## src/include/cle_pkg.sv

```systemverilog
// shared constants and types of the character display instruction engine
`default_nettype none
package cle_pkg;

	// ****************************************
	// timing
	// ****************************************
	localparam int CLK_MHZ      = 20;
	localparam int T_CLEAR_NS   = 1520000;
	localparam int T_EXEC_NS    = 37000;
	localparam int T_SHIFT_NS   = 56000;
	localparam int T_DREAD_NS   = 56000;
	localparam int T_INIT_NS    = 10000000;
	localparam int T_RSTLOW_NS  = 1200000;
	// least times, rounded up to whole cycles
	localparam int CYC_CLEAR    = (T_CLEAR_NS * CLK_MHZ + 999) / 1000;
	localparam int CYC_EXEC     = (T_EXEC_NS * CLK_MHZ + 999) / 1000;
	localparam int CYC_SHIFT    = (T_SHIFT_NS * CLK_MHZ + 999) / 1000;
	localparam int CYC_DREAD    = (T_DREAD_NS * CLK_MHZ + 999) / 1000;
	localparam int CYC_INIT     = (T_INIT_NS * CLK_MHZ + 999) / 1000;
	localparam int CYC_RSTLOW   = (T_RSTLOW_NS * CLK_MHZ + 999) / 1000;
	localparam int TMR_W        = 18;
	typedef logic [TMR_W-1:0] cle_tmr_t;

	// ****************************************
	// memory layout and reset values
	// ****************************************
	localparam int         TEXT_DEPTH  = 128;
	localparam int         GLYPH_DEPTH = 32;
	localparam logic [6:0] AC_RESET    = 7'h00;
	localparam logic [6:0] AC_LAST     = 7'h7f;
	localparam logic [6:0] LINE2_BASE  = 7'h40;
	localparam logic [3:0] HALF_CHARS  = 4'h8;
	localparam logic [7:0] BLANK_CHAR  = 8'h20;
	localparam logic [7:0] CMD_CLEAR   = 8'h01;

	// ****************************************
	// register map of the apb side
	// ****************************************
	localparam logic [11:0] OFF_CTRL   = 12'h000;
	localparam logic [11:0] OFF_STATUS = 12'h004;
	localparam logic [11:0] OFF_SHIFT  = 12'h008;
	localparam int          CTRL_INIT  = 0;

	// ****************************************
	// types
	// ****************************************
	typedef enum logic [1:0] {
		MODE_RUN   = 2'b00,
		MODE_CLEAR = 2'b01
	} cle_mode_e;

	typedef struct packed {
		logic       rs;
		logic       rw;
		logic       en;
		logic [7:0] db;
	} cle_hbus_s;

	typedef struct packed {
		logic        psel;
		logic        penable;
		logic        pwrite;
		logic [11:0] paddr;
		logic [31:0] pwdata;
	} cle_apb_s;

	typedef struct packed {
		logic inc;
		logic shift_en;
		logic disp_on;
		logic cur_on;
		logic blink_on;
		logic bus_width_select;
		logic amode;
		logic line_format_select;
		logic pin_config_select;
	} cle_cfg_s;

	localparam cle_cfg_s CFG_INIT = '{inc: 1'b1, bus_width_select: 1'b1, default: 1'b0};

	typedef struct packed {
		cle_mode_e   mode;
		cle_cfg_s    cfg;
		logic [6:0]  address_counter;
		logic        cg_sel;
		logic [6:0]  shift;
		logic        en_q;
		logic        nib;
		logic [3:0]  hi;
		logic        rpin_q;
		logic [15:0] rlow_cnt;
		logic        por_pend;
		logic [6:0]  clr_addr;
		logic [7:0]  db;
		logic        db_oe_n;
		logic        busy;
		logic        pready;
		logic        pslverr;
		logic [31:0] prdata;
		logic [7:0]  scan;
	} cle_state_s;

endpackage
`default_nettype wire

```

## src/core/cle_busy_timer.sv

```systemverilog
// down counter that holds the busy flag for one execution time
`timescale 1ns/1ps
`default_nettype none
module cle_busy_timer (
	input  wire logic              clock_i,
	input  wire logic              srst_i,
	input  wire logic              load_i,
	input  wire cle_pkg::cle_tmr_t val_i,
	output logic                   busy_o
);
	cle_pkg::cle_tmr_t cnt_r;
	cle_pkg::cle_tmr_t cnt_nxt;

	always_comb begin
		cnt_nxt = cnt_r;
		if (load_i) begin
			cnt_nxt = val_i;
		end else if (cnt_r != '0) begin
			cnt_nxt = cnt_r - cle_pkg::cle_tmr_t'(1);
		end
	end

	always_ff @(posedge clock_i) begin
		if (srst_i) begin
			cnt_r <= '0;
		end else begin
			cnt_r <= cnt_nxt;
		end
	end

	assign busy_o = (cnt_r != '0);
endmodule
`default_nettype wire

```

## src/core/cle_engine.sv

```systemverilog
// instruction engine of the character display controller with host bus and apb
`timescale 1ns/1ps
`default_nettype none

// What this block does
// register select picks instruction/status (low) or data (high) register
// host never sends the all-zero instruction; it is ignored here
// code 01 blanks text ram, address counter to zero, busy 1.52 ms
// return home zeroes address counter and display shift, ram untouched
// entry mode latches increment/decrement and shift-on-access
// display control latches display, cursor and blink enables
// shift instruction moves cursor or display left or right
// function set latches bus width and addressing mode
// function set also latches line format and pin configuration
// glyph address instruction loads counter, data goes to glyph ram
// text address instruction loads counter, data goes to text ram
// status read returns busy flag and address counter at once
// busy high while executing; host waits for it low
// data write stores byte in text ram or five bits in glyph ram
// data read returns text byte or five glyph bits, busy 56 us
// after power-up run initialisation holding busy for 10 ms
// reset pin low longer than 1.2 ms runs full reset sequence
// reset pin going low reports busy for 10 ms
// without automatic init the host initialises by instructions
// positions 1-8 show 00h-07h, positions 9-16 show 40h-47h
// 4-bit mode moves bytes as high nibble then low nibble
// host drives select and direction; enable falling edge qualifies
// instruction decoded from its highest set bit
// each data access steps counter and applies configured shift
// busy held for each instruction's execution time then cleared
module cle_engine #(
	parameter int CLEAR_CYC  = cle_pkg::CYC_CLEAR,
	parameter int INIT_CYC   = cle_pkg::CYC_INIT,
	parameter int RSTLOW_CYC = cle_pkg::CYC_RSTLOW
) (
	input  wire logic                clock_i,
	input  wire logic                srst_i,
	input  wire cle_pkg::cle_hbus_s  hbus_i,
	input  wire logic                hw_reset_n_i,
	output logic [7:0]               db_o,
	output logic                     db_oe_n_o,
	output logic                     busy_o,
	input  wire logic [3:0]          scan_pos_i,
	output logic [7:0]               scan_char_o,
	output cle_pkg::cle_cfg_s        cfg_o,
	input  wire cle_pkg::cle_apb_s   apb_i,
	output logic [31:0]              prdata_o,
	output logic                     pready_o,
	output logic                     pslverr_o
);
	// ****************************************
	// state
	// ****************************************
	cle_pkg::cle_state_s st_r;
	cle_pkg::cle_state_s st_nxt;

	logic [7:0] text_ram [cle_pkg::TEXT_DEPTH];
	logic [4:0] glyph_ram [cle_pkg::GLYPH_DEPTH];

	logic              tmr_busy;
	logic              tmr_load;
	cle_pkg::cle_tmr_t tmr_val;
	logic              busy_now;
	logic              fall;
	logic              complete;
	logic              wr_done;
	logic              rd_done;
	logic              ins_ok;
	logic              dat_ok;
	logic [7:0]        byte_w;
	logic [7:0]        rd_byte;
	logic              t_we;
	logic [6:0]        t_wa;
	logic [7:0]        t_wd;
	logic              g_we;
	logic              start_init;
	logic              apb_wr;
	logic [6:0]        scan_addr;

	function automatic logic [6:0] step(input logic [6:0] a, input logic inc, input logic cg);
		logic [6:0] n;
		n = inc ? a + 7'h01 : a - 7'h01;
		return cg ? {2'b00, n[4:0]} : n;
	endfunction

	cle_busy_timer u_timer (
		.clock_i (clock_i),
		.srst_i  (srst_i),
		.load_i  (tmr_load),
		.val_i   (tmr_val),
		.busy_o  (tmr_busy)
	);

	// ****************************************
	// host bus decode
	// ****************************************
	// clear sweep, a held reset pin and a pending power-up count as busy too
	assign busy_now = tmr_busy | (st_r.mode == cle_pkg::MODE_CLEAR) | ~st_r.rpin_q
		| st_r.por_pend;
	assign fall     = st_r.en_q & ~hbus_i.en;
	assign complete = st_r.cfg.bus_width_select | st_r.nib;
	assign byte_w   = st_r.cfg.bus_width_select ? hbus_i.db : {st_r.hi, hbus_i.db[7:4]};
	assign wr_done  = fall & complete & ~hbus_i.rw;
	assign rd_done  = fall & complete & hbus_i.rw;
	// commands arriving while busy are dropped rather than queued
	assign ins_ok   = wr_done & ~hbus_i.rs & ~busy_now;
	assign dat_ok   = fall & complete & hbus_i.rs & ~busy_now;
	assign apb_wr   = apb_i.psel & apb_i.penable & apb_i.pwrite & st_r.pready;

	always_comb begin
		if (~hbus_i.rs) begin
			rd_byte = {busy_now, st_r.address_counter};
		end else if (st_r.cg_sel) begin
			rd_byte = {3'h0, glyph_ram[st_r.address_counter[4:0]]};
		end else begin
			rd_byte = text_ram[st_r.address_counter];
		end
	end

	// line split of the single row, offset by the display shift
	always_comb begin
		if (scan_pos_i < cle_pkg::HALF_CHARS) begin
			scan_addr = {3'h0, scan_pos_i};
		end else begin
			scan_addr = cle_pkg::LINE2_BASE + {3'h0, scan_pos_i - cle_pkg::HALF_CHARS};
		end
		scan_addr = scan_addr + st_r.shift;
	end

	// ****************************************
	// next state
	// ****************************************
	always_comb begin
		st_nxt     = st_r;
		tmr_load   = 1'b0;
		tmr_val    = '0;
		t_we       = 1'b0;
		t_wa       = st_r.address_counter;
		t_wd       = byte_w;
		g_we       = 1'b0;
		start_init = 1'b0;

		st_nxt.en_q     = hbus_i.en;
		st_nxt.rpin_q   = hw_reset_n_i;
		st_nxt.busy     = busy_now;
		st_nxt.por_pend = 1'b0;
		st_nxt.scan     = st_r.cfg.disp_on ? text_ram[scan_addr] : cle_pkg::BLANK_CHAR;

		// read drive, high nibble first in 4-bit mode
		st_nxt.db_oe_n = ~(hbus_i.en & hbus_i.rw);
		if (complete & ~st_r.cfg.bus_width_select) begin
			st_nxt.db = {rd_byte[3:0], 4'h0};
		end else begin
			st_nxt.db = rd_byte;
		end

		if (fall & ~st_r.cfg.bus_width_select) begin
			st_nxt.nib = ~st_r.nib;
			if (~st_r.nib) begin
				st_nxt.hi = hbus_i.db[7:4];
			end
		end

		if (ins_ok) begin
			casez (byte_w)
				8'b1???????: begin
					st_nxt.address_counter = byte_w[6:0];
					st_nxt.cg_sel          = 1'b0;
					tmr_load               = 1'b1;
					tmr_val                = cle_pkg::cle_tmr_t'(cle_pkg::CYC_EXEC);
				end
				8'b01??????: begin
					// glyph address is five bits; bit 5 is a don't-care position
					st_nxt.address_counter = {2'b00, byte_w[4:0]};
					st_nxt.cg_sel          = 1'b1;
					tmr_load               = 1'b1;
					tmr_val                = cle_pkg::cle_tmr_t'(cle_pkg::CYC_EXEC);
				end
				8'b001?????: begin
					st_nxt.cfg.bus_width_select   = byte_w[4];
					st_nxt.cfg.amode              = byte_w[3];
					st_nxt.cfg.line_format_select = byte_w[1];
					st_nxt.cfg.pin_config_select  = byte_w[0];
					st_nxt.nib                    = 1'b0;
					tmr_load                      = 1'b1;
					tmr_val                       = cle_pkg::cle_tmr_t'(cle_pkg::CYC_EXEC);
				end
				8'b0001????: begin
					if (byte_w[3]) begin
						st_nxt.shift = byte_w[2] ? st_r.shift + 7'h01 : st_r.shift - 7'h01;
					end else begin
						st_nxt.address_counter = step(st_r.address_counter, byte_w[2],
							st_r.cg_sel);
					end
					tmr_load = 1'b1;
					tmr_val  = cle_pkg::cle_tmr_t'(cle_pkg::CYC_SHIFT);
				end
				8'b00001???: begin
					st_nxt.cfg.disp_on  = byte_w[2];
					st_nxt.cfg.cur_on   = byte_w[1];
					st_nxt.cfg.blink_on = byte_w[0];
					tmr_load            = 1'b1;
					tmr_val             = cle_pkg::cle_tmr_t'(cle_pkg::CYC_EXEC);
				end
				8'b000001??: begin
					st_nxt.cfg.inc      = byte_w[1];
					st_nxt.cfg.shift_en = byte_w[0];
					tmr_load            = 1'b1;
					tmr_val             = cle_pkg::cle_tmr_t'(cle_pkg::CYC_EXEC);
				end
				8'b0000001?: begin
					st_nxt.address_counter = cle_pkg::AC_RESET;
					st_nxt.cg_sel          = 1'b0;
					st_nxt.shift           = '0;
					tmr_load               = 1'b1;
					tmr_val                = cle_pkg::cle_tmr_t'(cle_pkg::CYC_EXEC);
				end
				8'b00000001: begin
					st_nxt.address_counter = cle_pkg::AC_RESET;
					st_nxt.cg_sel          = 1'b0;
					st_nxt.mode            = cle_pkg::MODE_CLEAR;
					st_nxt.clr_addr        = '0;
					tmr_load               = 1'b1;
					tmr_val                = cle_pkg::cle_tmr_t'(CLEAR_CYC);
				end
				default: begin
					// factory test code: no effect
					st_nxt.mode = st_r.mode;
				end
			endcase
		end

		if (dat_ok) begin
			if (~hbus_i.rw) begin
				t_we     = ~st_r.cg_sel;
				g_we     = st_r.cg_sel;
				tmr_val  = cle_pkg::cle_tmr_t'(cle_pkg::CYC_EXEC);
			end else begin
				tmr_val  = cle_pkg::cle_tmr_t'(cle_pkg::CYC_DREAD);
			end
			tmr_load = 1'b1;
			st_nxt.address_counter = step(st_r.address_counter, st_r.cfg.inc,
				st_r.cg_sel);
			if (st_r.cfg.shift_en) begin
				st_nxt.shift = st_r.cfg.inc ? st_r.shift + 7'h01 : st_r.shift - 7'h01;
			end
		end

		// clear sweep, one text location per cycle
		if (st_r.mode == cle_pkg::MODE_CLEAR) begin
			t_we            = 1'b1;
			t_wa            = st_r.clr_addr;
			t_wd            = cle_pkg::BLANK_CHAR;
			st_nxt.clr_addr = st_r.clr_addr + 7'h01;
			if (st_r.clr_addr == cle_pkg::AC_LAST) begin
				st_nxt.mode = cle_pkg::MODE_RUN;
			end
		end

		// reset pin: busy from the falling edge, full sequence after the low time
		if (~hw_reset_n_i) begin
			if (st_r.rpin_q) begin
				tmr_load = 1'b1;
				tmr_val  = cle_pkg::cle_tmr_t'(INIT_CYC);
			end
			if (st_r.rlow_cnt != 16'(RSTLOW_CYC)) begin
				st_nxt.rlow_cnt = st_r.rlow_cnt + 16'h0001;
			end
			if (st_r.rlow_cnt == 16'(RSTLOW_CYC - 1)) begin
				start_init = 1'b1;
			end
		end else begin
			st_nxt.rlow_cnt = '0;
		end

		// apb slave, one wait state per access
		st_nxt.pready  = apb_i.psel & apb_i.penable & ~st_r.pready;
		st_nxt.pslverr = 1'b0;
		st_nxt.prdata  = '0;
		if (apb_i.psel & apb_i.penable & ~st_r.pready) begin
			case (apb_i.paddr)
				cle_pkg::OFF_CTRL: st_nxt.prdata = '0;
				cle_pkg::OFF_STATUS: st_nxt.prdata = {12'h000, st_r.mode, st_r.cfg,
					st_r.cg_sel, busy_now, st_r.address_counter};
				cle_pkg::OFF_SHIFT: st_nxt.prdata = {25'h0000000, st_r.shift};
				default: st_nxt.pslverr = 1'b1;
			endcase
		end

		// power-up or software request: the supply-good event is the reset release
		if (st_r.por_pend | (apb_wr & (apb_i.paddr == cle_pkg::OFF_CTRL)
				& apb_i.pwdata[cle_pkg::CTRL_INIT])) begin
			start_init = 1'b1;
			tmr_load   = 1'b1;
			tmr_val    = cle_pkg::cle_tmr_t'(INIT_CYC);
		end

		if (start_init) begin
			st_nxt.cfg             = cle_pkg::CFG_INIT;
			st_nxt.address_counter = cle_pkg::AC_RESET;
			st_nxt.cg_sel          = 1'b0;
			st_nxt.shift           = '0;
			st_nxt.nib             = 1'b0;
			st_nxt.mode            = cle_pkg::MODE_CLEAR;
			st_nxt.clr_addr        = '0;
		end
	end

	// ****************************************
	// registers and memories
	// ****************************************
	always_ff @(posedge clock_i) begin
		if (srst_i) begin
			st_r          <= '0;
			st_r.cfg      <= cle_pkg::CFG_INIT;
			st_r.por_pend <= 1'b1;
			st_r.rpin_q   <= 1'b1;
			st_r.db_oe_n  <= 1'b1;
			st_r.busy     <= 1'b1;
		end else begin
			st_r <= st_nxt;
		end
	end

	// ram has no reset; the init sweep blanks the text
	always_ff @(posedge clock_i) begin
		if (t_we) begin
			text_ram[t_wa] <= t_wd;
		end
		if (g_we) begin
			glyph_ram[st_r.address_counter[4:0]] <= byte_w[4:0];
		end
	end

	assign db_o        = st_r.db;
	assign db_oe_n_o   = st_r.db_oe_n;
	assign busy_o      = st_r.busy;
	assign scan_char_o = st_r.scan;
	assign cfg_o       = st_r.cfg;
	assign prdata_o    = st_r.prdata;
	assign pready_o    = st_r.pready;
	assign pslverr_o   = st_r.pslverr;
endmodule
`default_nettype wire

```

## config.mk

```make
export PLATFORM = sky130hd
export DESIGN_NAME = cle_engine
export DESIGN_NICKNAME = d
export VERILOG_FILES = /design/src/include/cle_pkg.sv /design/src/core/cle_busy_timer.sv /design/src/core/cle_engine.sv
export SDC_FILE = /design/constraint.sdc
export NUM_CORES = 2
export LEC_CHECK = 0
export BUFFER_PORTS_ARGS = -buffer_cell sky130_fd_sc_hd__buf_2
export CAP_MARGIN = 20
export CORE_UTILIZATION = 57
export DETAILED_ROUTE_END_ITERATION = 10
export PLACE_DENSITY = 0.72
export SLEW_MARGIN = 20
export SYNTH_ARGS = -nofsm -noshare
export SYNTH_HDL_FRONTEND = slang
export SYNTH_SLANG_ARGS = --single-unit
```

## constraint.sdc

```tcl
create_clock -name clock_i -period 4.8 [get_ports clock_i]
set_input_delay 0.96 -clock clock_i [delete_from_list [all_inputs] [get_ports clock_i]]
set_output_delay 0.96 -clock clock_i [all_outputs]
set_load 0.03 [all_outputs]
```

Yosys cells after proc, flatten, opt, wreduce, memory -nomap -nowiden
Memories as Yosys holds them, arrays and structs flattened. A register that Yosys moved wholly into a read port is not among the register bits.
Index checks and enable logic that the tools add are counted.
W data, S select, Z words.
Word-level totals
  bits in registers: 127
  bits in writable memories: 1184
  output and inout bits: 61
  logic and storage cells: 189
  memories: 2
Operators by class
  add/subtract/negate cells: 10
  order comparisons: 1
  eq/ne operators: 14
  multiplexer cells: 73
  bitwise gates (word level): 33
  reduce and logical (&&, ||, !) cells: 25
Memory list
  text_ram: depth 128, width 8, rd ports 2, clocked after memory_dff 1, wr ports 1, RTL line cle_engine.sv:57  | logic [7:0] text_ram [cle_pkg::TEXT_DEPTH];
  glyph_ram: depth 32, width 5, rd ports 1, clocked after memory_dff 1, wr ports 1, RTL line cle_engine.sv:58  | logic [4:0] glyph_ram [cle_pkg::GLYPH_DEPTH];
Operator list (count)
  $mux W7: 19
  $mux W18: 6
  $mux W60: 1
  $mux W8: 6
  $pmux W15 S3: 1
  $pmux W20 S2: 1
  $mux W33: 1
  $pmux W7 S4: 1
  $mux W26: 1
  $mux W25: 1
  $add A7 B1 Y7 const B: 3
  $mux W1: 21
  $reduce_bool A18 Y1: 1
  $sub A18 B1 Y18 const B: 1
  $add A16 B1 Y16 const B: 1
  $and A1 B1 Y1: 16
  $eq A16 B15 Y1 const B: 1
  $ne A16 B15 Y1 const B: 1
  $mux W15: 1
  $mux W5: 3
  $pmux W7 S2: 1
  $sub A7 B1 Y7 const B: 2
  $eq A12 B3 Y1 const B: 1
  $eq A12 B4 Y1 const B: 1
  29 further kinds: 64

Depth between registers and ports, before layout
  depth in word-level cells: 12
  mapped depth: 12
  mapped depth without buffers: 9

By module
From an unflattened synthesis, not the netlist that was laid out.
Second synthesis, totals
  cell total of the unflattened synthesis: 3376
  area, all modules: 60558.1 µm²
Modules (own cells, without submodules)
  cle_engine: instances 1, cells each 3242, area each 59463.3 µm², sequential area each 37636.1 µm²
  cle_busy_timer: instances 1, cells each 134, area each 1094.8 µm², sequential area each 360.3 µm²

Worst setup path after synthesis
No wires, ideal clock.
  kind: input -> register
  from: input hbus_i[2] (netlist bit)
  to: memory text_ram[0][2], data pin
  setup time: 798 ps
  data arrival time: 4381 ps
  required time: 4002 ps
  path slack: -379 ps
  stages: 3
  path buffers: 1
  cells stage by stage: mux2i_1 > clkbuf_1 > nor2_1
Between the ends
  longest elaborated chain between the ends: 2
RTL lines
  from (decl): RTL line cle_engine.sv:38  | input wire cle_pkg::cle_hbus_s hbus_i,
  $mux W8: RTL line cle_engine.sv:102  | assign byte_w = st_r.cfg.bus_width_select ? hbus_i.db : {st_r.hi, hbus_i.db[7:4]};
  $mux W8: RTL line cle_engine.sv:250  | if (st_r.mode == cle_pkg::MODE_CLEAR) begin
  named net t_wd[2]: RTL line cle_engine.sv:74  | logic [7:0] t_wd;
  to (decl): RTL line cle_engine.sv:57
The timed path passes the listed nets, and every way through them passes these cells.

Worst setup path in the final report
  from: register u_timer.cnt_r[0]
  to: memory text_ram[39][6], enable pin
Between the ends
  longest elaborated chain between the ends: 10
RTL lines
  from (decl): RTL line cle_busy_timer.sv:11  | cle_pkg::cle_tmr_t cnt_r;
  from (signal assigned): RTL line cle_busy_timer.sv:27  | cnt_r <= cnt_nxt;
  $reduce_bool A18 Y1: RTL line cle_busy_timer.sv:31  | assign busy_o = (cnt_r != '0);
  $or A1 B1 Y1 (2 in a row): RTL line cle_engine.sv:98  | assign busy_now = tmr_busy | (st_r.mode == cle_pkg::MODE_CLEAR) | ~st_r.rpin_q
  $or A1 B1 Y1: RTL line cle_engine.sv:99  | | st_r.por_pend;
  $not A1 Y1: RTL line cle_engine.sv:107  | assign dat_ok = fall & complete & hbus_i.rs & ~busy_now;
  $and A1 B1 Y1: RTL line cle_engine.sv:107
  $mux W1: RTL line cle_engine.sv:233  | if (dat_ok) begin
  $mux W1: RTL line cle_engine.sv:250
  $mux W1: RTL line cle_engine.sv:327  | if (t_we) begin
  $mux W1 (implied by the code): RTL line cle_engine.sv:328  | text_ram[t_wa] <= t_wd;
No other way between the ends.

==> qor.yml <==
run_status:
  status: "finished, final reports clean"
grt:
  overflow: 0
  grt_max_degree: 129
  grtUsageTotal_pct: 32.7
  grt_pass1_wl_um: 250000
  first_global_vias: 35900
  antenna_found_initial: 6
synth:
  synth-main-ff-cell: "edfxtp_1"
  async_reset_ff_share_pct: 0
  synth.distinct_cells: 76
  synth-seq-cells: 1306
  synth_warnings: 0
  synth_edf_count: 1184
  synthesis.area_mm2: 0.0604
  ys_seq_area_share_pct: 62.9
  netlist_instances: 3312
  syn_avg_cell_area_um2: 18.2
layout:
  postLayoutCellArea_mm2: 0.0681
  final_common_cell: "edfxtp_1"
  final_cell_mix: "edfxtp_1 (1184), mux4_2 (640), nor2_1 (272), buf_4 (205), clkbuf_16 (141)"
  drive_above_1_share_pct: 34.4
  final_cells: 5005
  nets: 3587
  area_growth_pct: 12.8
floorplanning:
  fp-row-count: 119
  coreArea_mm2: 0.105
  ioPinCount: 126
  die_y_um: 327
  start_util_pct: 57.4
  dieArea_mm2: 0.107
  die_x_um: 327
clock_network:
  h-tree-depth: 4
  clk_path_buf_depth: 3
  postCtsHoldBufs: 0
  cts.sinks: 1306
  clk_latency_ns: 0.77
  post_cts_buffers: 0
  cts_inserted_buffers: 137
  cts_tree: "yes"
  cts-resized-gates: 0
  clockRootBuffer: "clkbuf_16"
  path_clk_slew_ns: 0.06
min_path:
  min_path_type: "in -> reg"
detailed_routing:
  wl_met3_um: 21300
  drt-wirelength-per-cell_um: 34.5
  viasPerCell: 7.19
  wl_um: 172000
  drtPass1Iterations: 8
  drtIter0Drc: 5338
  wl_met1_um: 61800
  wl_met2_um: 80400
  num_vias: 36000
  drtAntennaViolNets: 0
  top_layer: "met5"
  drc: 0
worst_setup_path:
  crit_fanout: 9
  cp-start-kind: "flop"
  critPathKind: "reg -> reg"
  cp-end-kind: "flop"
  arrival_ns: 4.66
  cp_data_required_time_ns: 5.27
timing:
  slew-limit-headroom_pct: 17.3
  rsz0062_at_grt: "no"
  tns_ns: 0
  worstMarginPinSlew_ns: 1.23
  hold_viol: 0
  finalMaxSlewViolations: 0
  fin_crit_ns: 4.19
  fmax_mhz: 239
  finalCritPeriodShare_pct: 87.3
  finalClockSkew_ns: 0.0251
  finalSetupViolCount: 0
placement:
  dp.cells: 4756
  port-buffer-count: 82
  post_dp_cell_area_mm2: 0.0634
  gp_congestion: 0.947
  dp_hpwl_um: 114000
power_and_ir_drop:
  vdd_drop_max_v: 0.000319
  power.leakage_nw: 21.3
  power.total_mw: 24.5
  power_per_cell_area_mw_per_mm2: 360
run:
  maxCapViolations: 0
==> per-layer routing <==
metal | GRT usage, % | up-vias
met3 | 8.64 | 456
met2 | 49.6 | 2608
met4 | 15.4 | 8
met5 | 0 | -
met1 | 44.7 | 18700
li1 | - | 14200
==> stage by stage <==
stage | worst slack [ns] | util (%) | hold slack, ns
after global routing | 0.536 | 64.8 | 0.467
final | 0.611 | 64.8 | 0.468
after floorplan | 0.844 | - | 0.455
after global placement | 0.405 | 60.3 | 0.456
after CTS | 0.756 | 64.7 | 0.436
after detailed placement | 0.377 | 60.3 | 0.490
==> logic make-up after synthesis <==
logic type	share of synthesized area, %
flops	62.9
mux	25.2
simple gates	4.70
compound gates	3.59
buf+inv	2.55
xor+xnor	0.624
fa+ha+maj	0.365
other cells	0.00621
==> cells in the mapped netlist (all sizes together) (4+ instances only) <==
library cell | instances | area share (%)
a2111oi | 5 | 0.073
a211oi | 24 | 0.30
a21boi | 4 | 0.050
a21o | 4 | 0.050
a21oi | 63 | 0.52
a221oi | 20 | 0.29
a22o | 23 | 0.33
a22oi | 30 | 0.37
a311oi | 7 | 0.11
a31oi | 6 | 0.062
a32oi | 4 | 0.058
and2 | 21 | 0.22
and3 | 9 | 0.093
buf | 167 | 1.7
clkbuf | 108 | 0.67
dfxtp | 122 | 4.0
edfxtp | 1184 | 59
ha | 16 | 0.33
inv | 27 | 0.17
mux2 | 32 | 0.60
mux2i | 45 | 0.76
mux4 | 640 | 24
nand2 | 111 | 0.69
nand2b | 14 | 0.15
nand3 | 48 | 0.40
nand3b | 10 | 0.12
nand4 | 15 | 0.16
nor2 | 280 | 1.7
nor2b | 22 | 0.23
nor3 | 32 | 0.27
nor3b | 7 | 0.095
nor4 | 13 | 0.15
o2111ai | 4 | 0.058
o211ai | 13 | 0.16
o21ai | 44 | 0.36
o22a | 4 | 0.058
o22ai | 20 | 0.21
o31ai | 15 | 0.19
o32ai | 4 | 0.058
or2 | 6 | 0.062
or3 | 9 | 0.093
or4 | 5 | 0.062
xnor2 | 25 | 0.36
xor2 | 18 | 0.26
==> path summary, 6_finish.rpt <==
check | cells after the start | start | slack, ns | to
worst max-delay path | 11 | u_timer.cnt_r[0] | 0.61 | text_ram[39][6]
worst min-delay path | 2 | hbus_i[9] | 0.47 | db_oe_n_o
worst max register to register | 11 | u_timer.cnt_r[0] | 0.61 | text_ram[39][6]
worst min register to register | 1 | cfg_o[1] | 0.50 | prdata_o[10]
==> critical path, stage by stage (launching register included) <==
cell and delay (ns):
dfxtp_1 0.32, inv_1 0.12, ha_1 0.16, nor4b_1 0.39, nor4b_2 0.42, nand4_1 0.19
nor3_1 0.46, a22o_1 0.28, nand2_1 0.55, buf_4 0.47, nor2_1 0.31, buf_4 0.24
==> layout make-up <==
cell class              instances  area [um2]
repair buffers                318        2560
clock buffers                 175        3730
flip-flops and latches       1306       38000
well taps                    1391        1740
clock inverters                72         871
fillers                      7049       37000
diodes                          1        2.50
multi-input cells            1714       21100
inverters                      28         105
==> power by group <==
group | internal, mW | switching (mW) | total (mW) | leakage (nW)
sequential | 12.5 | 0.0207 | 12.5 | 11.7
combinational | 0.412 | 0.688 | 1.10 | 7.39
clock | 6.36 | 4.55 | 10.9 | 2.24
total | 19.2 | 5.26 | 24.5 | 21.3
==> state kept, by name, summed over array words and instances, names as in the netlist, named ones only <==
name and count:
prdata_o 20, db_o 8, cfg_o 9, pready_o 1, scan_char_o 8, glyph_ram 160
st_r 48, busy_o 1, u_timer.cnt_r 18, pslverr_o 1, db_oe_n_o 1, text_ram 1024
Note: power is estimated with default switching activity, not from simulation.
